==> config.mk <==
export PLATFORM = sky130hd
export DESIGN_NAME = tmc_mode_clock_ctrl
export DESIGN_NICKNAME = d
export VERILOG_FILES = /design/src/rtl/tmc_pkg.sv /design/src/rtl/tmc_mode_clock_ctrl.sv /design/src/rtl/tmc_capture_cond.sv
export SDC_FILE = /design/constraint.sdc
export NUM_CORES = 1
export LEC_CHECK = 0
export ABC_CLOCK_PERIOD_IN_PS = 3700
export BUFFER_PORTS_ARGS = -buffer_cell sky130_fd_sc_hd__buf_2
export CAP_MARGIN = 20
export CORE_MARGIN = 5
export CORE_UTILIZATION = 54
export CTS_BUF_LIST = sky130_fd_sc_hd__clkbuf_4
export CTS_CLUSTER_SIZE = 14
export DETAILED_ROUTE_END_ITERATION = 7
export PLACE_DENSITY = 0.88
export SETUP_SLACK_MARGIN = 0.05
export SLEW_MARGIN = 20
export SYNTH_ARGS = -nofsm -noshare
export SYNTH_HDL_FRONTEND = slang
export SYNTH_SLANG_ARGS = --single-unit
==> constraint.sdc <==
create_clock -name clk_sys -period 3.7 [get_ports clk_sys]
set_clock_uncertainty 0.15 [all_clocks]
set_input_delay 1.11 -clock clk_sys [delete_from_list [all_inputs] [get_ports clk_sys]]
set_output_delay 1.11 -clock clk_sys [all_outputs]
set_load 0.005 [all_outputs]
==> src/rtl/tmc_pkg.sv <==
// Package for the timer mode, clock select and capture control block
package tmc_pkg;

  // ==========================================================================
  // Register map and field layout
  localparam logic [7:0] TMC_CTRL_A_ADDR = 8'h90;
  localparam logic [7:0] TMC_CTRL_B_ADDR = 8'h91;
  localparam logic [7:0] TMC_CTRL_C_ADDR = 8'h92;
  localparam logic [7:0] TMC_CTRL_RESET = 8'h00;
  // Implemented bits of each register; all others read zero
  localparam logic [7:0] TMC_CTRL_A_MASK = 8'hF3;
  localparam logic [7:0] TMC_CTRL_B_MASK = 8'hDF;
  localparam logic [7:0] TMC_CTRL_C_READ = 8'h00;
  localparam int TMC_COM_A_MSB = 7;
  localparam int TMC_COM_A_LSB = 6;
  localparam int TMC_COM_B_MSB = 5;
  localparam int TMC_COM_B_LSB = 4;
  localparam int TMC_WGM_LO_MSB = 1;
  localparam int TMC_NOISE_BIT = 7;
  localparam int TMC_EDGE_BIT = 6;
  localparam int TMC_WGM_HI_MSB = 4;
  localparam int TMC_WGM_HI_LSB = 3;
  localparam int TMC_CS_MSB = 2;
  localparam int TMC_FORCE_A_BIT = 7;
  localparam int TMC_FORCE_B_BIT = 6;

  // ==========================================================================
  // Waveform modes and fixed top values
  localparam logic [3:0] TMC_MODE_NORMAL = 4'h0;
  localparam logic [3:0] TMC_MODE_PC8 = 4'h1;
  localparam logic [3:0] TMC_MODE_PC9 = 4'h2;
  localparam logic [3:0] TMC_MODE_PC10 = 4'h3;
  localparam logic [3:0] TMC_MODE_CTC_A = 4'h4;
  localparam logic [3:0] TMC_MODE_FAST8 = 4'h5;
  localparam logic [3:0] TMC_MODE_FAST9 = 4'h6;
  localparam logic [3:0] TMC_MODE_FAST10 = 4'h7;
  localparam logic [3:0] TMC_MODE_PFC_CAP = 4'h8;
  localparam logic [3:0] TMC_MODE_PFC_A = 4'h9;
  localparam logic [3:0] TMC_MODE_PC_CAP = 4'hA;
  localparam logic [3:0] TMC_MODE_PC_A = 4'hB;
  localparam logic [3:0] TMC_MODE_CTC_CAP = 4'hC;
  localparam logic [3:0] TMC_MODE_RESV = 4'hD;
  localparam logic [3:0] TMC_MODE_FAST_CAP = 4'hE;
  localparam logic [3:0] TMC_MODE_FAST_A = 4'hF;
  localparam logic [15:0] TMC_TOP_8BIT = 16'h00FF;
  localparam logic [15:0] TMC_TOP_9BIT = 16'h01FF;
  localparam logic [15:0] TMC_TOP_10BIT = 16'h03FF;
  localparam logic [15:0] TMC_TOP_MAX = 16'hFFFF;

  // ==========================================================================
  // Clock select codes and prescaler taps
  localparam logic [2:0] TMC_CS_STOP = 3'h0;
  localparam logic [2:0] TMC_CS_DIV1 = 3'h1;
  localparam logic [2:0] TMC_CS_DIV8 = 3'h2;
  localparam logic [2:0] TMC_CS_DIV64 = 3'h3;
  localparam logic [2:0] TMC_CS_DIV256 = 3'h4;
  localparam logic [2:0] TMC_CS_DIV1024 = 3'h5;
  localparam logic [2:0] TMC_CS_EXT_FALL = 3'h6;
  localparam logic [2:0] TMC_CS_EXT_RISE = 3'h7;
  localparam int TMC_PRESC_W = 10;
  localparam logic [9:0] TMC_TAP_DIV8 = 10'h007;
  localparam logic [9:0] TMC_TAP_DIV64 = 10'h03F;
  localparam logic [9:0] TMC_TAP_DIV256 = 10'h0FF;
  localparam logic [9:0] TMC_TAP_DIV1024 = 10'h3FF;
  localparam int TMC_FILTER_SAMPLES = 4;

  // ==========================================================================
  // Mode decode
  typedef enum logic [2:0] {TMC_TOP_FIXED = 3'b001, TMC_TOP_CMPA = 3'b010, TMC_TOP_ICR = 3'b100} tmc_top_src_e;
  typedef enum logic [2:0] {TMC_PT_IMM = 3'b001, TMC_PT_TOP = 3'b010, TMC_PT_BOTTOM = 3'b100} tmc_point_e;

  function automatic tmc_top_src_e tmc_top_src_f(input logic [3:0] mode);
    case (mode)
      TMC_MODE_CTC_A, TMC_MODE_PFC_A, TMC_MODE_PC_A, TMC_MODE_FAST_A: tmc_top_src_f = TMC_TOP_CMPA;
      TMC_MODE_PFC_CAP, TMC_MODE_PC_CAP, TMC_MODE_CTC_CAP, TMC_MODE_FAST_CAP: tmc_top_src_f = TMC_TOP_ICR;
      default: tmc_top_src_f = TMC_TOP_FIXED;
    endcase
  endfunction : tmc_top_src_f

  function automatic logic [15:0] tmc_fixed_top_f(input logic [3:0] mode);
    case (mode)
      TMC_MODE_PC8, TMC_MODE_FAST8: tmc_fixed_top_f = TMC_TOP_8BIT;
      TMC_MODE_PC9, TMC_MODE_FAST9: tmc_fixed_top_f = TMC_TOP_9BIT;
      TMC_MODE_PC10, TMC_MODE_FAST10: tmc_fixed_top_f = TMC_TOP_10BIT;
      default: tmc_fixed_top_f = TMC_TOP_MAX;
    endcase
  endfunction : tmc_fixed_top_f

  function automatic logic tmc_is_fast_f(input logic [3:0] mode);
    tmc_is_fast_f = (mode == TMC_MODE_FAST8) || (mode == TMC_MODE_FAST9) || (mode == TMC_MODE_FAST10) ||
                    (mode == TMC_MODE_FAST_CAP) || (mode == TMC_MODE_FAST_A);
  endfunction : tmc_is_fast_f

  function automatic logic tmc_is_pc_f(input logic [3:0] mode);
    tmc_is_pc_f = (mode == TMC_MODE_PC8) || (mode == TMC_MODE_PC9) || (mode == TMC_MODE_PC10) ||
                  (mode == TMC_MODE_PC_CAP) || (mode == TMC_MODE_PC_A);
  endfunction : tmc_is_pc_f

  function automatic logic tmc_is_nonpwm_f(input logic [3:0] mode);
    tmc_is_nonpwm_f = (mode == TMC_MODE_NORMAL) || (mode == TMC_MODE_CTC_A) || (mode == TMC_MODE_CTC_CAP);
  endfunction : tmc_is_nonpwm_f

endpackage : tmc_pkg

==> src/rtl/tmc_mode_clock_ctrl.sv <==
// Timer mode, clock select, capture control and force strobe logic
//
// Functional notes
// - Mode is control A low bits plus control B bits.
// - Fixed tops 0x00FF, 0x01FF, 0x03FF for modes 1-3, 5-7.
// - CTC top from compare A or capture; immediate update.
// - PWM buffer update and overflow point follow mode.
// - Variable-top modes; mode 0 to 0xFFFF; 13 reserved.
// - Filter needs four equal capture samples.
// - Edge select bit picks falling or rising capture.
// - Capture copies counter and sets capture flag.
// - Capture pin ignored while capture register is top.
// - Clock select zero stops the timer.
// - Codes 1-5 give divide 1, 8, 64, 256, 1024.
// - Codes 6, 7 count external falling, rising edges.
// - Control C holds force strobes at bits 7, 6.
// - Force only in non-PWM modes, reads zero, no side effects.
`timescale 1ns/100ps
module tmc_mode_clock_ctrl (
  input wire logic clk_sys,
  input wire logic reset_n,
  input wire logic [7:0] cpu_addr,
  input wire logic [7:0] cpu_wdata,
  input wire logic cpu_we,
  output logic [7:0] cpu_rdata,
  input wire logic [15:0] counter_value,
  input wire logic [15:0] compare_a_reg,
  input wire logic [15:0] capture_value_reg,
  input wire logic counter_at_top,
  input wire logic counter_at_bottom,
  input wire logic counter_at_max,
  input wire logic capture_pin,
  input wire logic ext_clock_pin,
  output logic [3:0] wave_mode,
  output logic [1:0] com_a,
  output logic [1:0] com_b,
  output logic [15:0] top_value,
  output tmc_pkg::tmc_point_e update_point,
  output logic count_tick,
  output logic overflow_flag_set,
  output logic capture_flag,
  output logic capture_load,
  output logic [15:0] capture_data,
  output logic force_compare_a,
  output logic force_compare_b
);
  import tmc_pkg::*;

  // ==========================================================================
  // Control registers
  logic [7:0] ctrl_a_q;
  logic [7:0] ctrl_b_q;
  logic wr_a;
  logic wr_b;
  logic wr_c;
  logic [3:0] mode;
  logic [2:0] clock_select_field;
  logic capture_noise_filter_en;
  logic capture_edge_select;

  assign wr_a = cpu_we && (cpu_addr == TMC_CTRL_A_ADDR);
  assign wr_b = cpu_we && (cpu_addr == TMC_CTRL_B_ADDR);
  assign wr_c = cpu_we && (cpu_addr == TMC_CTRL_C_ADDR);

  // Unused bits are masked at the write so they can never store
  always_ff @(posedge clk_sys or negedge reset_n) begin
    if (!reset_n) begin
      ctrl_a_q <= TMC_CTRL_RESET;
      ctrl_b_q <= TMC_CTRL_RESET;
    end else begin
      if (wr_a) begin
        ctrl_a_q <= cpu_wdata & TMC_CTRL_A_MASK;
      end
      if (wr_b) begin
        ctrl_b_q <= cpu_wdata & TMC_CTRL_B_MASK;
      end
    end
  end

  assign mode = {ctrl_b_q[TMC_WGM_HI_MSB:TMC_WGM_HI_LSB], ctrl_a_q[TMC_WGM_LO_MSB:0]};
  assign clock_select_field = ctrl_b_q[TMC_CS_MSB:0];
  assign capture_noise_filter_en = ctrl_b_q[TMC_NOISE_BIT];
  assign capture_edge_select = ctrl_b_q[TMC_EDGE_BIT];
  assign wave_mode = mode;
  assign com_a = ctrl_a_q[TMC_COM_A_MSB:TMC_COM_A_LSB];
  assign com_b = ctrl_a_q[TMC_COM_B_MSB:TMC_COM_B_LSB];

  // ==========================================================================
  // Read path
  logic [7:0] rdata_mux;

  // Force strobes are never stored, so control C always reads zero
  assign rdata_mux = (cpu_addr == TMC_CTRL_A_ADDR) ? ctrl_a_q :
                     (cpu_addr == TMC_CTRL_B_ADDR) ? ctrl_b_q :
                     (cpu_addr == TMC_CTRL_C_ADDR) ? TMC_CTRL_C_READ :
                     8'h00;
  assign cpu_rdata = rdata_mux;

  // ==========================================================================
  // Top source, update point and overflow point
  tmc_top_src_e top_src;
  logic [15:0] top_d;
  tmc_point_e upd_d;
  logic is_fast;
  logic is_pc;
  logic is_nonpwm;
  logic icr_is_top;
  logic ovf_d;

  assign top_src = tmc_top_src_f(mode);
  assign is_fast = tmc_is_fast_f(mode);
  assign is_pc = tmc_is_pc_f(mode);
  assign is_nonpwm = tmc_is_nonpwm_f(mode);
  assign icr_is_top = (top_src == TMC_TOP_ICR);

  // Fixed tops and mode 0 come from the decode table; mode 13 falls back to MAX
  assign top_d = (top_src == TMC_TOP_CMPA) ? compare_a_reg :
                 (top_src == TMC_TOP_ICR) ? capture_value_reg :
                 tmc_fixed_top_f(mode);

  // Phase correct buffers at TOP, fast and phase-frequency correct at BOTTOM
  assign upd_d = is_nonpwm ? TMC_PT_IMM :
                 (mode == TMC_MODE_RESV) ? TMC_PT_IMM :
                 is_pc ? TMC_PT_TOP : TMC_PT_BOTTOM;

  // Reserved mode raises no overflow at all
  assign ovf_d = is_nonpwm ? counter_at_max :
                 (mode == TMC_MODE_RESV) ? 1'b0 :
                 is_fast ? counter_at_top : counter_at_bottom;

  always_ff @(posedge clk_sys or negedge reset_n) begin
    if (!reset_n) begin
      top_value <= TMC_TOP_MAX;
      update_point <= TMC_PT_IMM;
      overflow_flag_set <= 1'b0;
    end else begin
      top_value <= top_d;
      update_point <= upd_d;
      overflow_flag_set <= ovf_d;
    end
  end

  // ==========================================================================
  // Prescaler and clock select
  logic [TMC_PRESC_W-1:0] presc_q;
  logic ext_sync1_q;
  logic ext_sync2_q;
  logic ext_prev_q;
  logic ext_rise;
  logic ext_fall;
  logic tick_d;

  // Shared free-running prescaler; a tap fires when its low bits are all ones
  always_ff @(posedge clk_sys or negedge reset_n) begin
    if (!reset_n) begin
      presc_q <= '0;
      ext_sync1_q <= 1'b0;
      ext_sync2_q <= 1'b0;
      ext_prev_q <= 1'b0;
    end else begin
      presc_q <= presc_q + 1'b1;
      ext_sync1_q <= ext_clock_pin;
      ext_sync2_q <= ext_sync1_q;
      ext_prev_q <= ext_sync2_q;
    end
  end

  assign ext_rise = ext_sync2_q & ~ext_prev_q;
  assign ext_fall = ~ext_sync2_q & ext_prev_q;

  always_comb begin
    case (clock_select_field)
      TMC_CS_STOP: tick_d = 1'b0;
      TMC_CS_DIV1: tick_d = 1'b1;
      TMC_CS_DIV8: tick_d = ((presc_q & TMC_TAP_DIV8) == TMC_TAP_DIV8);
      TMC_CS_DIV64: tick_d = ((presc_q & TMC_TAP_DIV64) == TMC_TAP_DIV64);
      TMC_CS_DIV256: tick_d = ((presc_q & TMC_TAP_DIV256) == TMC_TAP_DIV256);
      TMC_CS_DIV1024: tick_d = (presc_q == TMC_TAP_DIV1024);
      TMC_CS_EXT_FALL: tick_d = ext_fall;
      TMC_CS_EXT_RISE: tick_d = ext_rise;
      default: tick_d = 1'b0;
    endcase
  end

  always_ff @(posedge clk_sys or negedge reset_n) begin
    if (!reset_n) begin
      count_tick <= 1'b0;
    end else begin
      count_tick <= tick_d;
    end
  end

  // ==========================================================================
  // Input capture
  logic capture_event;
  logic flag_d;

  tmc_capture_cond #(
    .SAMPLES(TMC_FILTER_SAMPLES)
  ) u_capture_cond (
    .clk_sys(clk_sys),
    .reset_n(reset_n),
    .capture_pin(capture_pin),
    .filter_en(capture_noise_filter_en),
    .edge_rise(capture_edge_select),
    .capture_en(!icr_is_top),
    .capture_event(capture_event)
  );

  // With the capture register as top, the flag marks TOP instead of a capture
  assign flag_d = capture_event | (icr_is_top & counter_at_top);

  always_ff @(posedge clk_sys or negedge reset_n) begin
    if (!reset_n) begin
      capture_load <= 1'b0;
      capture_data <= '0;
      capture_flag <= 1'b0;
    end else begin
      capture_load <= capture_event && !icr_is_top;
      capture_flag <= flag_d;
      if (capture_event) begin
        capture_data <= counter_value;
      end
    end
  end

  // ==========================================================================
  // Force compare strobes
  logic force_a_d;
  logic force_b_d;

  // Strobes leave no state behind: no counter clear, no flag, nothing to read back
  assign force_a_d = wr_c && cpu_wdata[TMC_FORCE_A_BIT] && is_nonpwm;
  assign force_b_d = wr_c && cpu_wdata[TMC_FORCE_B_BIT] && is_nonpwm;

  always_ff @(posedge clk_sys or negedge reset_n) begin
    if (!reset_n) begin
      force_compare_a <= 1'b0;
      force_compare_b <= 1'b0;
    end else begin
      force_compare_a <= force_a_d;
      force_compare_b <= force_b_d;
    end
  end
endmodule : tmc_mode_clock_ctrl

==> src/rtl/tmc_capture_cond.sv <==
// Capture pin synchroniser, noise filter and edge selector
`timescale 1ns/100ps
module tmc_capture_cond #(
  parameter int SAMPLES = tmc_pkg::TMC_FILTER_SAMPLES
) (
  input wire logic clk_sys,
  input wire logic reset_n,
  input wire logic capture_pin,
  input wire logic filter_en,
  input wire logic edge_rise,
  input wire logic capture_en,
  output logic capture_event
);
  import tmc_pkg::*;

  // ==========================================================================
  // Synchroniser and filter
  logic sync1_q;
  logic sync2_q;
  logic [SAMPLES-2:0] hist_q;
  logic [SAMPLES-1:0] window;
  logic filt_q;
  logic filt_d;
  logic level;
  logic prev_q;
  logic rise;
  logic fall;
  logic event_d;
  logic all_high;
  logic all_low;

  // The current sample is the newest of the window, so the filter adds exactly SAMPLES cycles
  assign window = {hist_q, sync2_q};
  assign all_high = &window;
  assign all_low = ~|window;
  // Output only moves once the last samples all agree
  assign filt_d = all_high ? 1'b1 : (all_low ? 1'b0 : filt_q);
  assign level = filter_en ? filt_q : sync2_q;
  assign rise = level & ~prev_q;
  assign fall = ~level & prev_q;
  // Edge tracking continues while disabled so re-enabling makes no false edge
  assign event_d = capture_en & (edge_rise ? rise : fall);

  always_ff @(posedge clk_sys or negedge reset_n) begin
    if (!reset_n) begin
      sync1_q <= 1'b0;
      sync2_q <= 1'b0;
      hist_q <= '0;
      filt_q <= 1'b0;
      prev_q <= 1'b0;
      capture_event <= 1'b0;
    end else begin
      sync1_q <= capture_pin;
      sync2_q <= sync1_q;
      hist_q <= {hist_q[SAMPLES-3:0], sync2_q};
      filt_q <= filt_d;
      prev_q <= level;
      capture_event <= event_d;
    end
  end
endmodule : tmc_capture_cond

Word-level counts from Yosys, hierarchy flattened
Memories as Yosys holds them, arrays and structs flattened.
Cells that the tools add are included.
{ "word_totals": {"elab_cells": 106, "output_inout_bits": 57, "rom_bits": 48, "regBits": 75, "memories": 1, "in_bits": 72} }
{ "mem_list": {"columns": ["name", "depth", "word_bits", "read_ports", "rd_clocked_by_memory_dff", "wr", "line_no", "text"], "rows": [
  ["(no name shown)", 16, 3, 1, 0, 0, "tmc_pkg.sv:73", "case (mode)"]
]} }
{ "op_classes": {"n_addsub": 1, "eq_ne": 30, "n_bitwise": 11, "n_mux": 16, "n_reduce_logical": 26} }
{ "ops": {"columns": ["cell", "count"], "rows": [
  ["16-bit one-hot mux with 3 select lines", 1],
  ["8-bit equality test (second input constant)", 4],
  ["16-bit two-way mux", 2],
  ["4-bit equality test (second input constant)", 6],
  ["3-bit equality test (second input constant)", 6],
  ["4-bit by 3-bit equality test with 1-bit output (second input constant)", 4],
  ["8-bit two-way mux", 2],
  ["10-bit by 1-bit adder with 10-bit output (second input constant)", 1],
  ["10-bit equality test (second input constant)", 1],
  ["1-bit logical OR", 10],
  ["3-bit by 2-bit equality test with 1-bit output (second input constant)", 3],
  ["3-bit two-way mux", 3],
  ["4-bit by 2-bit equality test with 1-bit output (second input constant)", 2],
  ["1-bit logical AND", 8],
  ["1-bit one-hot mux with 8 select lines", 1],
  ["1-bit two-way mux", 7],
  ["1-bit AND", 6],
  ["6-bit equality test (second input constant)", 1],
  ["2-bit OR reduction", 3],
  ["4-bit by 1-bit equality test with 1-bit output (second input constant)", 1],
  ["4-bit logical NOT", 1],
  ["1-bit inverter", 4],
  ["4-bit AND reduction", 1],
  ["4-bit OR reduction", 1],
  ["other kinds (5)", 5]
]} }

Longest topological paths before layout
{ "depth": {"ltp_word": 8, "ltp_mapped": 6, "ltp_nobuf": 6} }

By module
A second synthesis with hierarchy kept.
{ "hier_totals": {"cells_unflattened": 251, "area_unflattened_um2": 3219.3} }
{ "modules_own_cells": {"columns": ["mod", "seq_area_each_um2", "area_per_inst_um2", "n_inst", "cells_each"], "rows": [
  ["tmc_mode_clock_ctrl", 1697.9, 2956.6, 1, 235],
  ["tmc_capture_cond", 200.2, 262.8, 1, 16]
]} }

Worst setup path after synthesis
No wires, ideal clock.
{ "synth_timing": {"path_type": "input -> output", "from": "in cpu_addr[6]", "to": "out cpu_rdata[5]", "cell_stages": 4, "n_path_buf": 1, "arrival_ns": 2.106, "setup_slack_ns": 0.334, "required_ns": 2.440, "cell_sequence": "nand4bb_4 -> or4_1 -> buf_2 -> nor3b_1"} }
{ "synth_between": {"elab_chain_len": 2} }
{ "synth_lines": {"columns": ["element", "line_no", "text"], "rows": [
  ["start, declared", "tmc_mode_clock_ctrl.sv:22", "input wire logic [7:0] cpu_addr,"],
  ["8-bit equality test", "tmc_mode_clock_ctrl.sv:93", "assign rdata_mux = (cpu_addr == TMC_CTRL_A_ADDR) ? ctrl_a_q :"],
  ["8-bit two-way mux", "tmc_mode_clock_ctrl.sv:93", null],
  ["end, declared", "tmc_mode_clock_ctrl.sv:25", "output logic [7:0] cpu_rdata,"]
]} }
Every way passes these cells.

Worst setup path in the final report
{ "layout_timing": {"from": "in cpu_addr[6]", "to": "out cpu_rdata[1]"} }
{ "layout_between": {"elab_chain_len": 3, "elab_cells_between_ends": 4, "classes_between": "2 x eq/ne; 2 x mux"} }
{ "layout_lines": {"columns": ["element", "line_no", "text"], "rows": [
  ["8-bit equality test", "tmc_mode_clock_ctrl.sv:94", "(cpu_addr == TMC_CTRL_B_ADDR) ? ctrl_b_q :"],
  ["8-bit two-way mux", "tmc_mode_clock_ctrl.sv:94", null],
  ["8-bit two-way mux *", "tmc_mode_clock_ctrl.sv:93", null]
]} }
Every way passes the cells marked *; elsewhere a longest branch is shown, timed or not.

==> summary.md <==
| Metric | Value |
|---|---|
| Outcome | finished clean |
| Setup violations, final | 0 |
| Fraction of registers with async set/reset | 100% |
| Placed cell area | 0.00387 mm^2 |
| Die area | 0.00751 mm^2 |
| Synth Register Bits | 75 |
| Slew Limit Headroom | between 40% and 50% |
| Mean post-synth cell area | between 10 and 15 um^2 |
| Maximum capacitance violations | 0 |
| Syn-to-layout area delta | 26.1% |
| CTS Hold Bufs | 0 |
| Worst setup margin | 0.132 ns |
| Worst Setup Path Type | input port to output pin |
| CP Cell Sequence | buf_2, nand4bb_4, or4_4, buf_4, nor2_1, buf_2 |
| PwrDens | 407 mW/mm^2 |
| Arr. time, crit path | ~2.3 ns |
| Sinks on Clock Net | 75 |
| Largest family of logic cells by synthesized area | simple AND/OR/NAND/NOR gates |
| Synth Area in Compound Gates | 9.02% |
| Required time of the critical path | 2.44 ns |
| Row count | 28 |
| Layout cells sized above 1 | 51.0% |
| Critical Path Fanout Max | 5 |
| WHS | approximately 0.21 ns |
| RSZ-0062 raised after global routing | false |
| Setup Total Neg Slack | 0 ns |
| Post-Synth Adder-Cell Area | 0.788% |
| Most frequent cell after synthesis | dfrtp_1 |
| Yosys warns | 0 |
| Diode count | 0 |
| Post-Place Worst Slack | around 0.13 ns |
| Port Buffers | around 130 |
| Wire per inst | 15.9 um |
| Core ar. | 0.00582 mm^2 |
| Fin util | 68.8% |
| Peak VDD IR | 0.320 mV |
| Die Wd | 86.7 um |
| Fin area | 0.00400 mm^2 |
| Synthesized Nets | between 300 and 400 |
| Largest net degree at the start of global routing | 39 |
| Synth area leader | dfrtp_1 |
| Number of synthesized flops with an enable pin | 0 |
| Leak | 0.00194 uW |
| Simple-gate portion of the synthesized area | 13.4% |
| Slew @ Worst Pin | 0.826 ns |
| Final ANT Viol Nets | 0 |
| CTS Buf Count | 9 |
| HP Class | flip-flop to flip-flop |
| Root Buffer | clkbuf_4 |
| Slowest stage cell on the critical path | or4_4 |
| Register area share after synthesis | 59.8% |
| Detailed placement HPWL | 5.67 mm |
| Final #Nets | 455 |
| Setup crit end kind | output pin |
| Vias in the first global route | 2,503 |
| Clock transition at the registers of the reported paths | 0.11 ns |
| Grt total ovfl | 0 |
| Max incr delay on CP | 0.45 ns |
| H-Tree Depth | 3 |
| Die Span Y | about 87 um |
| Post-synthesis xor/xnor area fraction | 1.93% |
| Initial Utilization | 54.6% |
| 1st-pass router iterations | 4 |
| DR iter-0 viols | 77 |
| Pins over their slew limit | 0 |
| Drc violations | 0 |
| Mux cell area share after synthesis | 12.5% |
| Gpl congestion | about 0.8 |
| Hold Vio Cnt, Final | 0 |
| Initial antenna violation count | 0 |
| CP Launch Type | input port |
| Drt total wl | between 7 and 8 mm |
| Clk_lat worst skew | 0.40 ns |
| Period utilization | 96.4% |
| Vias per inst | 5.37 |
| Most frequent CP cell | buf_2 |
| Gr usage total | about a fifth |
| Unique masters post-synth | 41 |
| Dominant synthesized flop cell | dfrtp_1 |
| Synth area leaders | dfrtp_1 (46%), dfstp_2 (14%), mux2_2 (10%), nor2_1 (2.6%), mux2i_1 (2.2%) |
| Top Ports | about 130 |
| Cell Area, Synth | 0.00318 mm^2 |
| Minimum clock period | ~3.6 ns |
| Most common library cells after synthesis | dfrtp_1 (58), mux2_2 (29), nor2_1 (22), dfstp_2 (17), nand2_1 (13) |
| Max Clk Rate | 0.280 GHz |
| CTS tree | built |
| Top-area cell type share of the netlist area | 45.7% |
| Mapped Cells | 254 |
| First-pass GRT wire length | 11.7 mm |
| CTS max path bufs | 2 |
| Vias | 2,474 |
## cell families (layout without fill, tap and decap cells)
logic type	Yosys count	in the layout
DFF	75	75
and+or+nand+nor	72	72
AOI/OAI and AO/OA	44	44
muxes	36	36
buffers and inverters	18	150
xor gates and xnor gates	7	7
adders and majority gates	2	2
## worst max-delay path: cells and delay by family
family	cells	cell delay, ns
buffers and inverters	3	0.40
and+or+nand+nor	3	0.80
## metrics by stage
stage,instances,total power [uW]
after global routing,461,1710
after global placement,445,1170
final,461,1630
after CTS,461,1650
after floorplan,254,1050
after detailed placement,445,1190
## layer usage
| layer | track usage (%) | up-vias | routed length [um] |
|---|---|---|---|
| met2 | 34.5 | 106 | 3790 |
| met1 | 24.0 | 1198 | 2830 |
| li1 | - | 1159 | - |
| met4 | 7.65 | 0 | 122 |
| met5 | 0 | - | 0 |
| met3 | 4.94 | 11 | 582 |
## flip-flops by register name, summed over array words and instances (netlist names), 3 cells and up
signal	count
top_value	16
update_point	3
ctrl_b_q	7
ctrl_a_q	6
u_capture_cond.hist_q	3
presc_q	10
capture_data	16
## layout by cell type (no fill, tap or decap), drive strengths merged, types with 2 or more instances in the layout
| cell | n |
|---|---|
| nor2b | 7 |
| nor3b | 8 |
| nand3b | 2 |
| mux2 | 29 |
| buf | 131 |
| ha | 2 |
| a21o | 3 |
| o22ai | 7 |
| xnor2 | 3 |
| a31oi | 3 |
| mux2i | 7 |
| a211oi | 2 |
| dfrtp | 58 |
| a21oi | 9 |
| o22a | 8 |
| nand3 | 5 |
| nor3 | 2 |
| clkbuf | 9 |
| and2 | 3 |
| clkinv | 5 |
| inv | 3 |
| xor2 | 4 |
| dfstp | 17 |
| nor2 | 22 |
| o21ai | 9 |
| nand2 | 13 |
| and3 | 2 |
## worst paths after layout
| check | start | endpoint | slack [ns] | cells after the start |
|---|---|---|---|---|
| min | ext_sync1_q | ext_sync2_q | 0.21 | 0 |
| max | cpu_addr[6] | cpu_rdata[1] | 0.13 | 6 |
| min in group asynchronous | reset_n | capture_data[15] | 0.65 | 1 |
| max reg2reg | ctrl_b_q[3] | top_value[1] | 1.56 | 4 |
| max in group asynchronous | reset_n | top_value[10] | 2.03 | 2 |
| min reg2reg | ext_sync1_q | ext_sync2_q | 0.21 | 0 |
## layout make-up
| cell class | instances | area, um^2 |
|---|---|---|
| clock buffer | 9 | 67.6 |
| clock inverter | 7 | 58.8 |
| fill | 447 | 1810 |
| inverter | 3 | 11.3 |
| multi-input combinational | 161 | 1200 |
| sequential | 75 | 1900 |
| tap | 75 | 93.8 |
| timing repair buffer | 131 | 676 |
## power breakdown
| part | total, uW | switching, uW | internal, uW |
|---|---|---|---|
| registers | 938 | 40.6 | 898 |
| logic | 228 | 104 | 124 |
| clock network | 464 | 267 | 197 |
## what timing repair did
action                                  in CTS  in global routing
gates resized for setup                      0                  1
setup buffers                                0                  0
endpoints found under the setup margin       0                  1
(Power assumes the default switching activity.)
